===== config.mk =====
export PLATFORM = sky130hd
export DESIGN_NAME = link_status_readback_regs
export DESIGN_NICKNAME = d
export VERILOG_FILES = /design/src/link_status_pkg.sv /design/src/link_status_readback_regs.sv
export VERILOG_INCLUDE_DIRS = /design/src
export SDC_FILE = /design/constraint.sdc
export NUM_CORES = 1
export LEC_CHECK = 0
export ABC_AREA = 1
export BUFFER_PORTS_ARGS = -buffer_cell sky130_fd_sc_hd__buf_2
export CORE_ASPECT_RATIO = 0.8
export CORE_MARGIN = 2
export CORE_UTILIZATION = 47
export CTS_BUF_LIST = sky130_fd_sc_hd__clkbuf_4 sky130_fd_sc_hd__clkbuf_8
export DETAILED_ROUTE_END_ITERATION = 12
export GPL_ROUTABILITY_DRIVEN = 0
export MAX_ROUTING_LAYER = met4
export PLACE_DENSITY = 0.82
export RECOVER_POWER = 100
export SLEW_MARGIN = 40
export SYNTH_ARGS = -nofsm -noshare
export SYNTH_HDL_FRONTEND = slang
export SYNTH_SLANG_ARGS = --single-unit

===== constraint.sdc =====
create_clock -name clock_in -period 1.75 [get_ports clock_in]
set_clock_uncertainty 0.15 [all_clocks]
set_input_delay 0.35 -clock clock_in [delete_from_list [all_inputs] [get_ports clock_in]]
set_output_delay 0.35 -clock clock_in [all_outputs]
set_load 0.01 [all_outputs]

===== src/link_status_consts.svh =====
// Constants: register offsets, field positions, reset values and codes for the status readback block
// Behaviour
// - Bits 1:0 of link_status_four give the next receive link-status segment index.
// - Bit 4 sets once the receive memory configuration from the lookup table is taken.
// - Once acknowledged, the setup request is ignored until reset or a lookup-not-ready event.
// - Bit 5 sets after at least fifteen consecutive ones on the serial input.
// - Any received zero clears bit 5 until another run of fifteen ones.
// - Bit 6 is high whenever the transmitter attempts to send, successful or not.
// - Bit 6 mirrors the active-low request-to-send pin, which is its inverse.
// - attention_reason holds the full eight-bit code of the latest attention cause.
// - Bit 5 of the third status register flags errors or events the host must see.
// - The attention code is c3 when the next receive lookup segment is not ready.
`ifndef LINK_STATUS_CONSTS_SVH
`define LINK_STATUS_CONSTS_SVH

// Byte offsets on the register bus
`define OFS_LINK_STATUS_FOUR  6'h00
`define OFS_ATTENTION_REASON  6'h04
`define OFS_LINK_STATUS_THREE 6'h08
`define OFS_CONTROL           6'h0c
`define OFS_IRQ_STATUS        6'h10
`define OFS_IRQ_MASK          6'h14

// Field positions
`define BIT_SETUP_ACK         4
`define BIT_LINE_IDLE         5
`define BIT_SEND_REQUEST      6
`define BIT_ATTENTION         5
`define BIT_SETUP_REQUEST     0
`define IRQ_ATTENTION         0
`define IRQ_LINE_IDLE         1
`define IRQ_SETUP_ACK         2

// Codes, counts and reset values
`define CODE_LOOKUP_NOT_READY 8'hc3
`define IDLE_ONES_COUNT       4'hf
`define RESET_BYTE            8'h00
`define RESET_IRQ             3'h0

`endif


===== src/link_status_pkg.sv =====
// Package: types shared by the status readback block
package link_status_pkg;

   // Layout of the fourth status register
   typedef struct packed {
      logic       internal_x7;
      logic       internal_send_request;
      logic       line_idle_seen;
      logic       rx_mem_setup_ack;
      logic       internal_x3;
      logic       internal_ctrl_flag;
      logic [1:0] lssu_segment_index;
   } status_four_t;

   // Attention event carried from the device engines
   typedef struct packed {
      logic       valid;
      logic [7:0] code;
   } attention_t;

   typedef enum logic [0:0] {
      BUS_IDLE = 1'b0,
      BUS_ACK  = 1'b1
   } bus_state_t;

endpackage : link_status_pkg


===== src/link_status_readback_regs.sv =====
// Status readback registers of the link controller on a classic Wishbone slave
//
// Added by the designer: the Wishbone register port and the address map.
`timescale 1ns/1ps
`include "link_status_consts.svh"

module link_status_readback_regs (
   // Clock and reset
   input  wire logic                          clock_in,
   input  wire logic                          rst_n_in,
   // Wishbone slave
   input  wire logic                          wb_cyc_in,
   input  wire logic                          wb_stb_in,
   input  wire logic                          wb_we_in,
   input  wire logic [5:0]                    wb_adr_in,
   input  wire logic [3:0]                    wb_sel_in,
   input  wire logic [31:0]                   wb_dat_in,
   output logic      [31:0]                   wb_dat_out,
   output logic                               wb_ack_out,
   // Receive side of the device
   input  wire logic                          serial_rx_in,
   input  wire logic                          rx_bit_strobe_in,
   input  wire logic [1:0]                    lssu_segment_index_in,
   input  wire logic                          rx_lookup_cfg_taken_in,
   input  wire logic                          lookup_not_ready_in,
   // Other attention causes and transmit state
   input  wire link_status_pkg::attention_t   attention_in,
   input  wire logic                          tx_attempt_in,
   input  wire logic                          internal_ctrl_flag_in,
   input  wire logic [1:0]                    internal_bits_in,
   // Outputs to the device and the host
   output logic                               rx_mem_setup_go_out,
   output logic                               send_request_n_out,
   output logic                               irq_out
);

   ////////////////////////////////////////////////////////////////////////////
   // Reset release and serial input synchroniser

   logic       rst_meta;
   logic       rst_n;
   logic [2:0] rx_sync;

   always_ff @(posedge clock_in or negedge rst_n_in) begin
      if (!rst_n_in) begin
         rst_meta <= 1'b0;
         rst_n    <= 1'b0;
      end else begin
         rst_meta <= 1'b1;
         rst_n    <= rst_meta;
      end
   end

   always_ff @(posedge clock_in or negedge rst_n) begin
      if (!rst_n) begin
         rx_sync <= 3'h7;
      end else begin
         rx_sync <= {rx_sync[1:0], serial_rx_in};
      end
   end

   // A level counts once the second and third stages agree
   logic rx_level;
   logic next_rx_level;

   always_comb begin
      next_rx_level = rx_level;
      if (rx_sync[1] == rx_sync[2]) begin
         next_rx_level = rx_sync[2];
      end
   end

   always_ff @(posedge clock_in or negedge rst_n) begin
      if (!rst_n) begin
         rx_level <= 1'b1;
      end else begin
         rx_level <= next_rx_level;
      end
   end

   ////////////////////////////////////////////////////////////////////////////
   // Bus decode

   logic bus_req;
   logic bus_wr;
   logic bus_state_is_idle;
   logic bus_state_is_ack;
   logic wr_control;
   logic wr_irq_status;
   logic wr_irq_mask;

   link_status_pkg::bus_state_t bus_state;
   link_status_pkg::bus_state_t next_bus_state;

   assign bus_state_is_idle = (bus_state == link_status_pkg::BUS_IDLE);
   assign bus_state_is_ack  = (bus_state == link_status_pkg::BUS_ACK);
   assign bus_req           = wb_cyc_in && wb_stb_in && bus_state_is_idle;
   // Writes land on the edge at which the master samples ack, while it still holds the request
   assign bus_wr            = wb_cyc_in && wb_stb_in && bus_state_is_ack && wb_we_in && wb_sel_in[0];

   function automatic logic hit(input logic [5:0] adr, input logic [5:0] ofs);
      hit = (adr == ofs);
   endfunction : hit

   assign wr_control        = bus_wr && hit(wb_adr_in, `OFS_CONTROL);
   assign wr_irq_status     = bus_wr && hit(wb_adr_in, `OFS_IRQ_STATUS);
   assign wr_irq_mask       = bus_wr && hit(wb_adr_in, `OFS_IRQ_MASK);

   ////////////////////////////////////////////////////////////////////////////
   // Status state

   logic [3:0] ones_count;
   logic [3:0] next_ones_count;
   logic       line_idle;
   logic       next_line_idle;
   logic       setup_ack;
   logic       next_setup_ack;
   logic       setup_request;
   logic       next_setup_request;
   logic       setup_go;
   logic       next_setup_go;
   logic [7:0] attention_reason;
   logic [7:0] next_attention_reason;
   logic       send_request;
   logic       next_send_request;
   logic       attention_code_event;
   logic       idle_rise;
   logic       ack_rise;

   assign attention_code_event = lookup_not_ready_in || attention_in.valid;
   assign idle_rise  = next_line_idle && !line_idle;
   assign ack_rise   = next_setup_ack && !setup_ack;

   always_comb begin
      next_ones_count       = ones_count;
      next_line_idle        = line_idle;
      next_setup_ack        = setup_ack;
      next_setup_request    = setup_request;
      next_attention_reason = attention_reason;
      next_send_request     = tx_attempt_in;
      if (rx_bit_strobe_in) begin
         if (!rx_level) begin
            next_ones_count = 4'h0;
            next_line_idle  = 1'b0;
         end else if (ones_count != `IDLE_ONES_COUNT) begin
            next_ones_count = ones_count + 4'h1;
            if (ones_count + 4'h1 == `IDLE_ONES_COUNT) begin
               next_line_idle = 1'b1;
            end
         end
      end
      if (wr_control) begin
         next_setup_request = wb_dat_in[`BIT_SETUP_REQUEST];
      end
      // Request is only tested while the acknowledge is clear
      if (!setup_ack && setup_request && rx_lookup_cfg_taken_in) begin
         next_setup_ack = 1'b1;
      end
      if (lookup_not_ready_in) begin
         next_setup_ack        = 1'b0;
         next_attention_reason = `CODE_LOOKUP_NOT_READY;
      end else if (attention_in.valid) begin
         next_attention_reason = attention_in.code;
      end
      next_setup_go = next_setup_request && !next_setup_ack;
   end

   always_ff @(posedge clock_in or negedge rst_n) begin
      if (!rst_n) begin
         ones_count       <= 4'h0;
         line_idle        <= 1'b0;
         setup_ack        <= 1'b0;
         setup_request    <= 1'b0;
         setup_go         <= 1'b0;
         attention_reason <= `RESET_BYTE;
         send_request     <= 1'b0;
      end else begin
         ones_count       <= next_ones_count;
         line_idle        <= next_line_idle;
         setup_ack        <= next_setup_ack;
         setup_request    <= next_setup_request;
         setup_go         <= next_setup_go;
         attention_reason <= next_attention_reason;
         send_request     <= next_send_request;
      end
   end

   link_status_pkg::status_four_t status_four;

   always_comb begin
      status_four.internal_x7           = internal_bits_in[1];
      status_four.internal_send_request = send_request;
      status_four.line_idle_seen        = line_idle;
      status_four.rx_mem_setup_ack      = setup_ack;
      status_four.internal_x3           = internal_bits_in[0];
      status_four.internal_ctrl_flag    = internal_ctrl_flag_in;
      status_four.lssu_segment_index    = lssu_segment_index_in;
   end

   ////////////////////////////////////////////////////////////////////////////
   // Interrupt status and mask

   logic [2:0] irq_status;
   logic [2:0] next_irq_status;
   logic [2:0] irq_mask;
   logic [2:0] next_irq_mask;
   logic [2:0] irq_events;
   logic       next_irq;

   assign irq_events = {ack_rise, idle_rise, attention_code_event};

   always_comb begin
      next_irq_status = irq_status;
      next_irq_mask   = irq_mask;
      if (wr_irq_status) begin
         next_irq_status = irq_status & ~wb_dat_in[2:0];
      end
      if (wr_irq_mask) begin
         next_irq_mask = wb_dat_in[2:0];
      end
      // A new event wins over a clear in the same cycle
      next_irq_status = next_irq_status | irq_events;
      next_irq        = |(next_irq_status & next_irq_mask);
   end

   always_ff @(posedge clock_in or negedge rst_n) begin
      if (!rst_n) begin
         irq_status <= `RESET_IRQ;
         irq_mask   <= `RESET_IRQ;
         irq_out    <= 1'b0;
      end else begin
         irq_status <= next_irq_status;
         irq_mask   <= next_irq_mask;
         irq_out    <= next_irq;
      end
   end

   ////////////////////////////////////////////////////////////////////////////
   // Read mux and bus answer

   logic [7:0]  read_byte;
   logic [31:0] next_dat;
   logic        next_ack;

   // Reads are side-effect free and the link status and attention reason registers ignore writes
   always_comb begin
      read_byte = 8'h00;
      unique case (wb_adr_in)
         `OFS_LINK_STATUS_FOUR: begin
            read_byte = status_four;
         end
         `OFS_ATTENTION_REASON: begin
            read_byte = attention_reason;
         end
         `OFS_LINK_STATUS_THREE: begin
            read_byte = 8'h00;
            read_byte[`BIT_ATTENTION] = irq_status[`IRQ_ATTENTION];
         end
         `OFS_CONTROL: begin
            read_byte = {7'h00, setup_request};
         end
         `OFS_IRQ_STATUS: begin
            read_byte = {5'h00, irq_status};
         end
         `OFS_IRQ_MASK: begin
            read_byte = {5'h00, irq_mask};
         end
         default: begin
            read_byte = 8'h00;
         end
      endcase
   end

   always_comb begin
      next_bus_state = link_status_pkg::BUS_IDLE;
      next_ack       = 1'b0;
      next_dat       = wb_dat_out;
      if (bus_req) begin
         next_bus_state = link_status_pkg::BUS_ACK;
         next_ack       = 1'b1;
         next_dat       = {24'h000000, read_byte};
      end
   end

   always_ff @(posedge clock_in or negedge rst_n) begin
      if (!rst_n) begin
         bus_state          <= link_status_pkg::BUS_IDLE;
         wb_ack_out         <= 1'b0;
         wb_dat_out         <= 32'h00000000;
         rx_mem_setup_go_out <= 1'b0;
         send_request_n_out <= 1'b1;
      end else begin
         bus_state          <= next_bus_state;
         wb_ack_out         <= next_ack;
         wb_dat_out         <= next_dat;
         rx_mem_setup_go_out <= setup_go;
         send_request_n_out <= !next_send_request;
      end
   end

endmodule : link_status_readback_regs


==> impl_metrics.tcl <==
set metrics [dict create \
    p_leak_nw 1.20 \
    power_density_mw_per_mm2 786 \
    synth.distinct_cells 28 \
    yosysWarnings 0 \
    layoutNonFillerInstCount 326 \
    setup_viol 0 \
    startpoint_type "flop" \
    vias 1505 \
    period_needed_ns 1.54 \
    crit_required_ns 1.77 \
    dpl.hpwl_mm 3.03 \
    yosysTopAreaCell "dfrtp_1" \
    diodes 0 \
    hp-class "input pin to flop" \
    endpoint_kind "flop" \
    cts_tree "built" \
    p_total_w 0.00183 \
    setup_slack_ns 0.212 \
    tightest_slew_ns 0.711 \
    outcome "completed" \
    fin_crit_sh_pct 87.9 \
    dr.pass1.iters 4 \
    yosysMostFrequentCell "nand2_1" \
    syn_area_per_cell_sq_um 9.63 \
    ys_top_cells_by_area "dfrtp_1 (44%), nand2_1 (9.7%), buf_4 (8.8%)" \
    cts.clk_slew.worst_paths_ns 0.08 \
    fp.dieArea_sq_mm 0.00489 \
    nets 336 \
    critical_path_arrival_ns 1.56 \
    boundaryPins 102 \
    synth_flop_cell "dfrtp_1" \
    max_freq_mhz 650 \
    synth_top_cell_area_share_pct 44.1 \
    numCtsBuffers 5 \
    antenna_found_initial 0 \
    ctsHtreeMaxLevel 2 \
    layout-drive-gt1-share_pct 23.4 \
    viasPerCell 4.62 \
    placedCellCount 316 \
    portBuffers 45 \
    post_cts_buffers 0 \
    ant_nets 0 \
    max_cap_viol_count 0 \
    dpl_worst_slack_ns 0.206 \
    rsz0062_at_grt "no" \
    cts-root-buf "clkbuf_8" \
    max_slew_margin_pct 52.6 \
    initial_utilization_pct 48.9 \
    synth_top_cells_by_count "nand2_1 (53), dfrtp_1 (36), buf_4 (24)" \
    grt.total_usage_pct 17.7 \
    die_y_microns 63.0 \
    clkLatencyLatePin_ns 0.29 \
    synth-seq-cells 41 \
    drc_errors 0 \
    synthToLayoutAreaGrowth_pct 14.2 \
    ir_worst_vdd_v 0.000632 \
    post_drt_wl_per_cell_microns 11.8 \
    slew_violations 0 \
    whs_ns 0.0243 \
    coreArea_sq_mm 0.00418 \
    final.setup.tns_ns 0 \
    finalWirelength_mm 3.85 \
    grt_max_degree 26 \
    async_reset_ff_share_pct 100 \
    drt_iter0_drc 107 \
    syn_inst 212 \
    cts_buffer_depth 2 \
    cp_max_fo 8 \
    worst-setup-path-type "flop to flop" \
    hold_violations 0 \
    rows 21 \
    grt_remaining_overflow 0 \
    grt_pass1_vias 1427 \
    fp.dieW_microns 77.7 \
    synth_edf_count 0 \
    cts_sinks 41 \
    grt_pass1_wl_mm 6.55 \
    yosysSeqAreaShare_pct 50.6 \
    netlist_area_sq_mm 0.00204 \
]
placed cells by master (no fill, tap or decap), types with 2 or more instances in the layout:
cell type	count
buf_4	2
nand4_1	5
nor2_1	6
ha_1	2
dfstp_1	2
clkinv_2	2
inv_2	2
nand2_4	2
conb_1	25
a22oi_1	4
nor2_4	3
inv_1	16
nor2_8	3
a22o_1	4
nand2_1	55
o22a_1	4
clkbuf_1	15
nand2_2	5
a21oi_1	3
clkbuf_8	5
buf_2	31
nand3_1	14
o21ai_0	7
dfstp_2	3
o21ai_1	3
dfrtp_1	36
dlygate4sd3_1	2
where the power goes:
group / total, W / switching (W) / internal, W
Clock: 0.000597 / 0.000322 / 0.000275
Sequential: 0.00103 / 0.0000317 / 0.000994
Combinational: 0.000210 / 0.000138 / 0.0000722
cell type report:
type                            instances  area (sq um)
Inverter                               18          67.6
Clock buffer                            5          68.8
Fill cell                             381          1850
Multi-Input combinational cell        151           822
Tap cell                               57          71.3
Clock inverter                          3          17.5
Timing Repair Buffer                   51           251
Sequential cell                        41          1030
logic make-up after synthesis:
logic type                 Yosys count  synth area share, %
DFF                                 41                 50.6
other                                2                0.368
and+or+nand+nor                     97                 26.6
AOI/OAI and AO/OA                   26                 8.46
adders and majority gates            3                 1.72
buffers and inverters               43                 12.3
critical path: stages (launching register included):
cell and delay (ns):
dfrtp_1 0.37, nand3_1 0.18, nor2_8 0.19, nand3_1 0.10
o21ai_0 0.35, nor2_1 0.08
layer usage:
layer	global-route usage, %	share of wire (%)	vias to the layer above
met2	25.3	45	51
li1	-	-	754
met5	-	0	-
met4	4.02	0.57	0
met1	25.4	49	698
met3	4.48	5.5	2
through the flow:
stage	area (sq um)	utilization, %
after floorplan	2130	-
after global placement	2270	54.4
after detailed placement	2270	54.4
after CTS	2380	56.9
after global routing	2330	55.8
final	2330	55.8
worst paths after layout:
kind | from | endpoint | slack, ns | cells after the start
setup / recovery | bus_state$_DFF_PN0_ | setup_go$_DFF_PN0_ | 0.21 | 5
hold / removal | tx_attempt_in | send_request_n_out$_DFF_PN1_ | 0.02 | 2
setup reg to reg | bus_state$_DFF_PN0_ | setup_go$_DFF_PN0_ | 0.21 | 5
hold reg to reg | rst_n$_DFF_PN0_ | attention_reason[2]$_DFFE_PN0P_ | 0.20 | 1
max in group asynchronous | rst_n$_DFF_PN0_ | ones_count[3]$_DFFE_PN0P_ | 0.77 | 1
min in group asynchronous | rst_n$_DFF_PN0_ | attention_reason[2]$_DFFE_PN0P_ | 0.20 | 1
sequential cells by signal, indices dropped and copies added (netlist names), 3 cells and up:
name,cells
irq_status,3
ones_count,4
wb_dat_out,8
rx_sync,3
attention_reason,8
irq_mask,3
timing repair:
item	4_1_cts	5_1_grt
hold buffers	2	0
resized for setup	0	0
hold endpoints to repair	3	0
No activity file was read; power rests on OpenSTA's default activity.
